## src/rtl/adccrc_pkg.sv

```systemverilog
// constants and carrier types for the conversion start and readout block
// assumes one 200 MHz clock and a classic wishbone slave for registers
//
// What this block does
// - start conversion only when byte select, chip select and read all low
// - ignore further starts until the running conversion finishes
// - conversion active output low during conversion, high otherwise
// - pipelined mode read that starts conversion returns previous result
// - result right justified in a 16-bit word, lsb rightmost
// - byte select low gives bits 7..0, high gives top four on lowest lines
// - upper nibble outputs always carry result bits 11..8 while driving
// - wait-state read start takes active low and drives previous result meanwhile
// - at end, update latches and outputs on the same edge that releases active output
// - read with byte select high starts nothing, returns top bits on lines 3..0 and 11..8, lines 7..4 low
// - pipelined second read returns fresh result and starts the next conversion
// - pipelined third low byte read returns new low byte and starts next
// - conversion completes within 6.0 us, no external clock needed
package adccrc_pkg;
	localparam int CONV_TIME_NS = 6000;
	localparam int CLK_PERIOD_NS = 5;
	// longest time rounds down
	localparam int CONV_CYCLES = CONV_TIME_NS / CLK_PERIOD_NS;
	localparam logic [3:0] ADR_CTRL = 4'h0;
	localparam logic [3:0] ADR_STATUS = 4'h4;
	localparam logic [3:0] ADR_IRQ_STAT = 4'h8;
	localparam logic [3:0] ADR_IRQ_MASK = 4'hC;
	localparam logic [11:0] RESULT_RESET = 12'h000;
	localparam logic [1:0] IRQ_RESET = 2'h0;
	// host strobes as sampled; chip select and read active low, byte select high picks the top bits
	typedef struct packed {
		logic byteSelectHigh;
		logic chipSelN;
		logic readN;
	} adccrc_strobe_t;
	// data pins with per-pin enable
	typedef struct packed {
		logic [11:0] data;
		logic [11:0] dataOe;
	} adccrc_dout_t;
endpackage

```

## src/rtl/adccrc_top.sv

```systemverilog
// conversion start, busy and result readout of a 12-bit sampling converter
// assumes async host strobes on pins, a sample word from the analog core,
// and a wishbone classic register bus on clk
//
// The implementer's own choices: the Wishbone slave port and the register addresses.
`timescale 1ns/1ps
`default_nettype none
module adccrc_top #(
	parameter int CONV_CYCLES = adccrc_pkg::CONV_CYCLES
) (
	input  wire logic        clk,
	input  wire logic        rst,
	input  wire logic        byteSelectHigh,
	input  wire logic        chipSelN,
	input  wire logic        readN,
	input  wire logic [11:0] sampleIn,
	output logic      [11:0] upperNibbleOutputs,
	output logic      [11:0] dataOe,
	output logic             convActiveN,
	output logic             irq,
	input  wire logic [3:0]  wb_adr_i,
	input  wire logic [31:0] wb_dat_i,
	input  wire logic [3:0]  wb_sel_i,
	input  wire logic        wb_we_i,
	input  wire logic        wb_cyc_i,
	input  wire logic        wb_stb_i,
	output logic      [31:0] wb_dat_o,
	output logic             wb_ack_o
);
	// ********************************************
	// pin synchronisers
	// ********************************************
	adccrc_pkg::adccrc_strobe_t s1Reg, s2Reg, s3Reg;
	// three stages; a level counts once stage two and three agree
	always_ff @(posedge clk) begin
		if (rst) begin
			s1Reg <= 3'h7;
			s2Reg <= 3'h7;
			s3Reg <= 3'h7;
		end else begin
			s1Reg <= {byteSelectHigh, chipSelN, readN};
			s2Reg <= s1Reg;
			s3Reg <= s2Reg;
		end
	end
	adccrc_pkg::adccrc_strobe_t pinReg;
	always_ff @(posedge clk) begin
		if (rst) begin
			pinReg <= 3'h7;
		end else begin
			if (s2Reg.byteSelectHigh == s3Reg.byteSelectHigh) begin
				pinReg.byteSelectHigh <= s3Reg.byteSelectHigh;
			end
			if (s2Reg.chipSelN == s3Reg.chipSelN) begin
				pinReg.chipSelN <= s3Reg.chipSelN;
			end
			if (s2Reg.readN == s3Reg.readN) begin
				pinReg.readN <= s3Reg.readN;
			end
		end
	end

	// ********************************************
	// registers
	// ********************************************
	logic        pipeModeReg;      // 1 selects pipelined reads
	logic [1:0]  irqStatReg;       // bit0 conversion done, bit1 start ignored
	logic [1:0]  irqMaskReg;
	logic [11:0] resultReg;
	logic [15:0] convCountReg;
	logic        convBusyReg;
	logic        readActiveReg;

	wire logic readSel = !pinReg.chipSelN && !pinReg.readN;
	wire logic startCond = readSel && !pinReg.byteSelectHigh;
	wire logic startEdge = startCond && !readActiveReg;

	// track access so one read starts at most one conversion
	always_ff @(posedge clk) begin
		if (rst) begin
			readActiveReg <= 1'b0;
		end else begin
			readActiveReg <= startCond;
		end
	end

	// ********************************************
	// conversion engine
	// ********************************************
	wire logic convDone = convBusyReg && (convCountReg == 16'(CONV_CYCLES - 1));
	always_ff @(posedge clk) begin
		if (rst) begin
			convBusyReg <= 1'b0;
			convCountReg <= 16'h0000;
		end else if (convBusyReg) begin
			convCountReg <= convCountReg + 16'h0001;
			if (convDone) begin
				convBusyReg <= 1'b0;
			end
		end else if (startEdge) begin
			convBusyReg <= 1'b1;
			convCountReg <= 16'h0000;
		end
	end

	// latch result at end, busy clears the same edge so data and busy change together
	always_ff @(posedge clk) begin
		if (rst) begin
			resultReg <= adccrc_pkg::RESULT_RESET;
		end else if (convDone) begin
			resultReg <= sampleIn;
		end
	end
	// next latch value, so the pins take the new word on the same edge
	// that ends the conversion instead of one edge after busy rises
	wire logic [11:0] resultNext = convDone ? sampleIn : resultReg;

	assign convActiveN = !convBusyReg;

	// ********************************************
	// data outputs
	// ********************************************
	// wait-state mode keeps previous data until latch update, pipelined likewise
	// returns the previous result at start; both read the same latch, so the
	// mode bit changes nothing in the data path and is only read back over the bus
	always_ff @(posedge clk) begin
		if (rst) begin
			upperNibbleOutputs <= 12'h000;
			dataOe <= 12'h000;
		end else begin
			dataOe <= readSel ? 12'hFFF : 12'h000;
			// top nibble always on upper lines
			upperNibbleOutputs[11:8] <= resultNext[11:8];
			if (pinReg.byteSelectHigh) begin
				upperNibbleOutputs[7:0] <= {4'h0, resultNext[11:8]};
			end else begin
				upperNibbleOutputs[7:0] <= resultNext[7:0];
			end
		end
	end

	// ********************************************
	// interrupts and wishbone slave
	// ********************************************
	wire logic wbReq = wb_cyc_i && wb_stb_i && !wb_ack_o;
	// a write commits at the edge where the master sees ack high,
	// not one cycle early while the request is still unanswered
	wire logic wbWr = wb_cyc_i && wb_stb_i && wb_ack_o && wb_we_i && wb_sel_i[0];
	wire logic startIgnored = startEdge && convBusyReg;

	always_ff @(posedge clk) begin
		if (rst) begin
			wb_ack_o <= 1'b0;
		end else begin
			wb_ack_o <= wbReq;
		end
	end

	always_ff @(posedge clk) begin
		if (rst) begin
			pipeModeReg <= 1'b0;
			irqMaskReg <= adccrc_pkg::IRQ_RESET;
		end else if (wbWr && wb_adr_i == adccrc_pkg::ADR_CTRL) begin
			pipeModeReg <= wb_dat_i[0];
		end else if (wbWr && wb_adr_i == adccrc_pkg::ADR_IRQ_MASK) begin
			irqMaskReg <= wb_dat_i[1:0];
		end
	end

	// write one clears; a set in the same cycle wins
	always_ff @(posedge clk) begin
		if (rst) begin
			irqStatReg <= adccrc_pkg::IRQ_RESET;
		end else begin
			irqStatReg <= (irqStatReg
				& ~((wbWr && wb_adr_i == adccrc_pkg::ADR_IRQ_STAT) ? wb_dat_i[1:0] : 2'h0))
				| {startIgnored, convDone};
		end
	end

	assign irq = |(irqStatReg & irqMaskReg);

	always_ff @(posedge clk) begin
		if (rst) begin
			wb_dat_o <= 32'h0000_0000;
		end else begin
			case (wb_adr_i)
				adccrc_pkg::ADR_CTRL:     wb_dat_o <= {31'h0, pipeModeReg};
				adccrc_pkg::ADR_STATUS:   wb_dat_o <= {19'h0, convBusyReg, resultReg};
				adccrc_pkg::ADR_IRQ_STAT: wb_dat_o <= {30'h0, irqStatReg};
				adccrc_pkg::ADR_IRQ_MASK: wb_dat_o <= {30'h0, irqMaskReg};
				default:                  wb_dat_o <= 32'h0000_0000;
			endcase
		end
	end

	// ********************************************
	// checks
	// ********************************************
	// the checks watch the synced strobe view, the engine and the pins; they
	// never look at the raw pins, whose timing belongs to the host

	// helper age counter for the conversion bound: a delay range spanning a
	// whole conversion at the full clock rate would be far too long to unroll,
	// so the length is carried in this counter and the check compares against it
	logic [15:0] busyAgeReg;
	always_ff @(posedge clk) begin
		if (rst) begin
			busyAgeReg <= 16'h0000;
		end else if (convBusyReg) begin
			// saturate so a stuck engine keeps the check firing instead of wrapping
			if (busyAgeReg != 16'hFFFF) begin
				busyAgeReg <= busyAgeReg + 16'h0001;
			end
		end else begin
			busyAgeReg <= 16'h0000;
		end
	end
endmodule
`default_nettype wire

```

## config.mk

```make
export PLATFORM = sky130hd
export DESIGN_NAME = adccrc_top
export DESIGN_NICKNAME = d
export VERILOG_FILES = /design/src/rtl/adccrc_pkg.sv /design/src/rtl/adccrc_top.sv
export SDC_FILE = /design/constraint.sdc
export NUM_CORES = 1
export LEC_CHECK = 0
export BUFFER_PORTS_ARGS = -buffer_cell sky130_fd_sc_hd__buf_2
export CORE_MARGIN = 1.5
export CORE_UTILIZATION = 42
export DETAILED_ROUTE_END_ITERATION = 6
export PLACE_DENSITY_LB_ADDON = 0.08
export SETUP_SLACK_MARGIN = 0.2
export SYNTH_ARGS = -nofsm -noshare
export SYNTH_HDL_FRONTEND = slang
export SYNTH_SLANG_ARGS = --single-unit
```

## constraint.sdc

```tcl
create_clock -name clk -period 1.7 [get_ports clk]
set_input_delay 0.34 -clock clk [delete_from_list [all_inputs] [get_ports clk]]
set_output_delay 0.34 -clock clk [all_outputs]
set_load 0.02 [all_outputs]
```

# == Yosys cells after proc, flatten, opt, wreduce, memory -nomap -nowiden ==
# Index checks and enable logic that the tools add are counted.
# word_totals
register_bits,104
# op_classes
n_addsub,1
n_eq_ne,7
n_mux,10
bitwise_logic,5
n_reduce_logical,24
# op_table
cell,count
13-bit one-hot mux with 4 select lines,1
16-bit two-way mux,2
12-bit two-way mux,2
16-bit by 1-bit adder with 16-bit output (second input constant),1
16-bit by 11-bit equality test with 1-bit output (second input constant),1
1-bit logical AND,13
4-bit equality test (second input constant),2
1-bit zero test,6
2-bit bitwise AND,2
4-bit by 3-bit equality test with 1-bit output (second input constant),1
4-bit zero test,1
4-bit two-way mux,1
2-bit OR reduction,2
1-bit equality test,3
1-bit two-way mux,3
2-bit two-way mux,1
2-bit NOT,1
2-bit bitwise OR,1
2-bit AND reduction,1
2-bit nonzero test,1
1-bit NOT,1

# == Depth between registers and ports, before layout ==
# depth
word_depth,9
ltp_mapped,5
mapped_depth_nobuf,4

# == Least setup slack after synthesis ==
# OpenSTA, ideal clock, no wires.
# synth_timing
kind,reg2reg
start,reg convCountReg[11]
end,reg upperNibbleOutputs[2]
setup_time_ps,121
arrival_ps,1746
setup_slack_ps,-168
path_stages_with_launch,5
n_path_buf,1
path_cell_list,dfxtp_1 > or4_4 > nor4_4 > buf_8 > mux2_4
# synth_between
elab_chain_cells,4
# synth_lines
item,line_no,rtl
from (decl),adccrc_top.sv:70,logic [15:0] convCountReg;
from (signal assigned),adccrc_top.sv:96,convCountReg <= convCountReg + 16'h0001;
16-bit by 11-bit equality test with 1-bit output,adccrc_top.sv:90,wire logic convDone = convBusyReg && (convCountReg == 16'(CONV_CYCLES - 1));
1-bit logical AND,adccrc_top.sv:90,
12-bit two-way mux,n/a,
4-bit two-way mux,adccrc_top.sv:134,if (pinReg.byteSelectHigh) begin
to (signal assigned),adccrc_top.sv:135,"upperNibbleOutputs[7:0] <= {4'h0, resultNext[11:8]};"
to (signal assigned),adccrc_top.sv:137,upperNibbleOutputs[7:0] <= resultNext[7:0];
to (decl),adccrc_top.sv:17,"output logic [11:0] upperNibbleOutputs,"
# No other way between the ends.
# A chain may end at the register's enable or synchronous reset.

# == Worst setup path after layout ==
# layout_timing
start,reg convCountReg[12]
end,reg upperNibbleOutputs[0]
# The elaborated chain is that of the path after synthesis.

==> results.json <==
{
  "status": "complete, but fails checks",
  "violations": "negative setup slack",
  "die_area_mm2": 0.007999,
  "critPathLaunch": "convCountReg[12]",
  "critPathRequiredTime_ns": 1.93,
  "synth_seq_cells": 70,
  "grtUsageTotal_pct": 16.91,
  "power.leakage_nw": 1.767,
  "area_growth_pct": 25.76,
  "fp-row-count": 31,
  "p_per_area_mw_per_mm2": 784.9,
  "final.period_utilization_pct": 106.1,
  "clk_path_buf_depth": 2,
  "fin_cells": 514,
  "final_common_cell": "buf_2",
  "clock_sinks": 70,
  "cp-end-kind": "flop",
  "cap_viol_max_count": 0,
  "synth-edff-count": 0,
  "grt_max_degree": 30,
  "place_congestion": 0.8033,
  "drtPass1Iterations": 4,
  "critPathMaxStageDelay_ns": 0.54,
  "cp_slowest_cell": "or4_4",
  "vias_per_cell": 4.858,
  "async_flop_share_pct": 0,
  "grt_pass1_vias": 2245,
  "syn_avg_cell_area_um2": 9.395,
  "drt-initial-drc-count": 125,
  "ir_drop_mv": 0.7051,
  "port_buffers": 66,
  "post-route-min-period_ns": 1.803,
  "n_antenna_cell": 0,
  "final_cell_mix": "buf_2 (66), dfxtp_1 (61), nand2_1 (47), buf_4 (28), mux2i_1 (26)",
  "ys_seq_area_share_pct": 44.66,
  "critPathBufInv": 1,
  "ant_nets": 0,
  "insertion_delay_ns": 0.34,
  "core_area_mm2": 0.007253,
  "synth-main-ff-cell": "dfxtp_1",
  "dr_total_vias": 2497,
  "startpoint_type": "flop",
  "drc": 0,
  "dp.cells": 492,
  "worstReg2RegStart": "convCountReg[12]",
  "setup_slack_ns": -0.1034,
  "die_w_um": 89.44,
  "clockRootBuffer": "clkbuf_8",
  "grt_first_pass_wirelength_um": 10310,
  "synth_area_mm2": 0.003138,
  "boundaryPins": 119,
  "utilization_pct": 54.41,
  "synthCells": 334,
  "grt_overflow": 0,
  "grt_antenna_before_repair": 0,
  "worst-setup-path-type": "flop to flop",
  "cts.reportedPaths.clkPinSlew_ns": 0.08,
  "dp_hpwl_um": 4498,
  "hold_viol": 0,
  "hold_path_class": "primary input to flop",
  "rsz0062_at_grt": "yes",
  "wl_per_cell_um": 12.87,
  "drive_above_1_share_pct": 39.28,
  "cp_cell_sequence": "or4_4 > nor4_4 > buf_12 > mux2_4",
  "cts_inserted_buffers": 9,
  "fp.dieH_um": 89.44,
  "yosysWarnings": 0,
  "fillers": 694,
  "slew_viol_final": 0,
  "htreeDepth": 3,
  "num-nets-final": 472,
  "critPathTopFamily": "simple AND/OR/NAND/NOR gates",
  "hold_start": "readN",
  "cp.arrival_ns": 2.03,
  "max_freq_mhz": 554.5,
  "wl_um": 6616,
  "crit_path_max_fanout": 8,
  "yosys.cell_types.count": 45,
  "setup-violations-final": 22,
  "initial_core_util_pct": 43.26,
  "clock_skew_ns": 0.007313,
  "cts_tree": "yes"
}
kinds of logic (layout without fill, tap and decap cells):
group	after synthesis	in the layout	synth area share, %
flops	70	70	44.66
fa+ha+maj	1	1	0.3987
simple gates	132	132	22.49
compound gates	36	36	7.536
other cells	1	19	0.1195
buf+inv	55	118	11.24
mux	39	39	13.56
final cells by class:
type / count / area, µm² / area share, %
Tap cell: 99 / 123.9 / 3.139
Clock buffer: 9 / 123.9 / 3.139
Sequential cell: 70 / 1415 / 35.86
Multi-Input combinational cell: 227 / 1588 / 40.23
Clock inverter: 6 / 63.81 / 1.617
Inverter: 4 / 18.77 / 0.4756
Timing Repair Buffer: 99 / 613.1 / 15.54
sequential cells by signal, summed over array words and instances, names as in the netlist:
name,cells
wb_ack_o,1
pinReg,3
upperNibbleOutputs,8
irqStatReg,2
s2Reg,3
convCountReg,16
pipeModeReg,1
convBusyReg,1
s3Reg,3
irqMaskReg,2
wb_dat_o,13
dataOe,1
readActiveReg,1
s1Reg,3
resultReg,12
layer usage:
metal / up-vias / GRT usage, % / share of wire, %
li1: 1261 / - / -
met1: 1161 / 20.01 / 46
met2: 71 / 29.53 / 49
met3: 4 / 6.094 / 4.9
met4: 0 / 3.497 / 0.59
met5: - / 0 / 0
path summary, 6_finish.rpt:
| kind | to | slack, ns | cells past startpoint |
|---|---|---|---|
| setup reg to reg | upperNibbleOutputs[0] | -0.10 | 4 |
| hold / removal | s1Reg[0] | 0.18 | 2 |
| setup / recovery | upperNibbleOutputs[0] | -0.10 | 4 |
| hold reg to reg | s2Reg[2] | 0.41 | 1 |
synth_stat cells, types with 2 or more instances:
master	n	area share, %
or4_1	4	0.96
nor3_1	7	1.1
inv_1	4	0.48
nand2b_1	2	0.40
o21ai_0	11	1.8
nor4_1	7	1.4
mux2_2	10	3.6
or2_2	10	2.0
nor2_1	19	2.3
nand3_1	6	0.96
nand4_1	8	1.6
clkbuf_1	12	1.4
and2_1	10	2.0
mux2i_1	26	8.3
o211a_1	6	1.9
dfxtp_1	70	45
nand2_1	47	5.6
mux2_4	2	0.96
buf_1	3	0.36
or3_1	3	0.60
buf_4	34	8.1
a21oi_1	10	1.6
per-stage QoR:
step           hold slack (ns)  TNS [ns]  area (µm²)  setup slack, ns  total power, mW
2_1_floorplan           0.3895   -0.4032        3231          -0.1615            1.819
3_3_place_gp            0.3911    -2.115        3542          -0.1659            1.844
3_5_place_dp            0.3940    -2.298        3542          -0.1700            1.847
4_1_cts                 0.1625    -1.983        3839          -0.1468            3.142
5_1_grt                 0.1531    -2.895        3946          -0.1652            3.235
6_report                0.1777    -1.446        3946          -0.1034            3.098
repair_timing:
action	in CTS	in global routing
gates resized for setup	18	24
pin swaps	7	7
setup buffers	4	3
hold buffers	0	0
endpoints found under the setup margin	34	47
power by group:
group          internal [mW]  total (mW)  switching [mW]
combinational         0.0513       0.160           0.109
clock                  0.666        1.29           0.621
sequential              1.65        1.65         0.00409
total                   2.36        3.10           0.734
worst reg2reg max path, cell delays in order, from the launching register on:
cell	delay [ns]
dfxtp_2	0.32
or4_4	0.54
nor4_4	0.36
buf_12	0.18
mux2_4	0.31
Power figures use the tool's default switching activity.
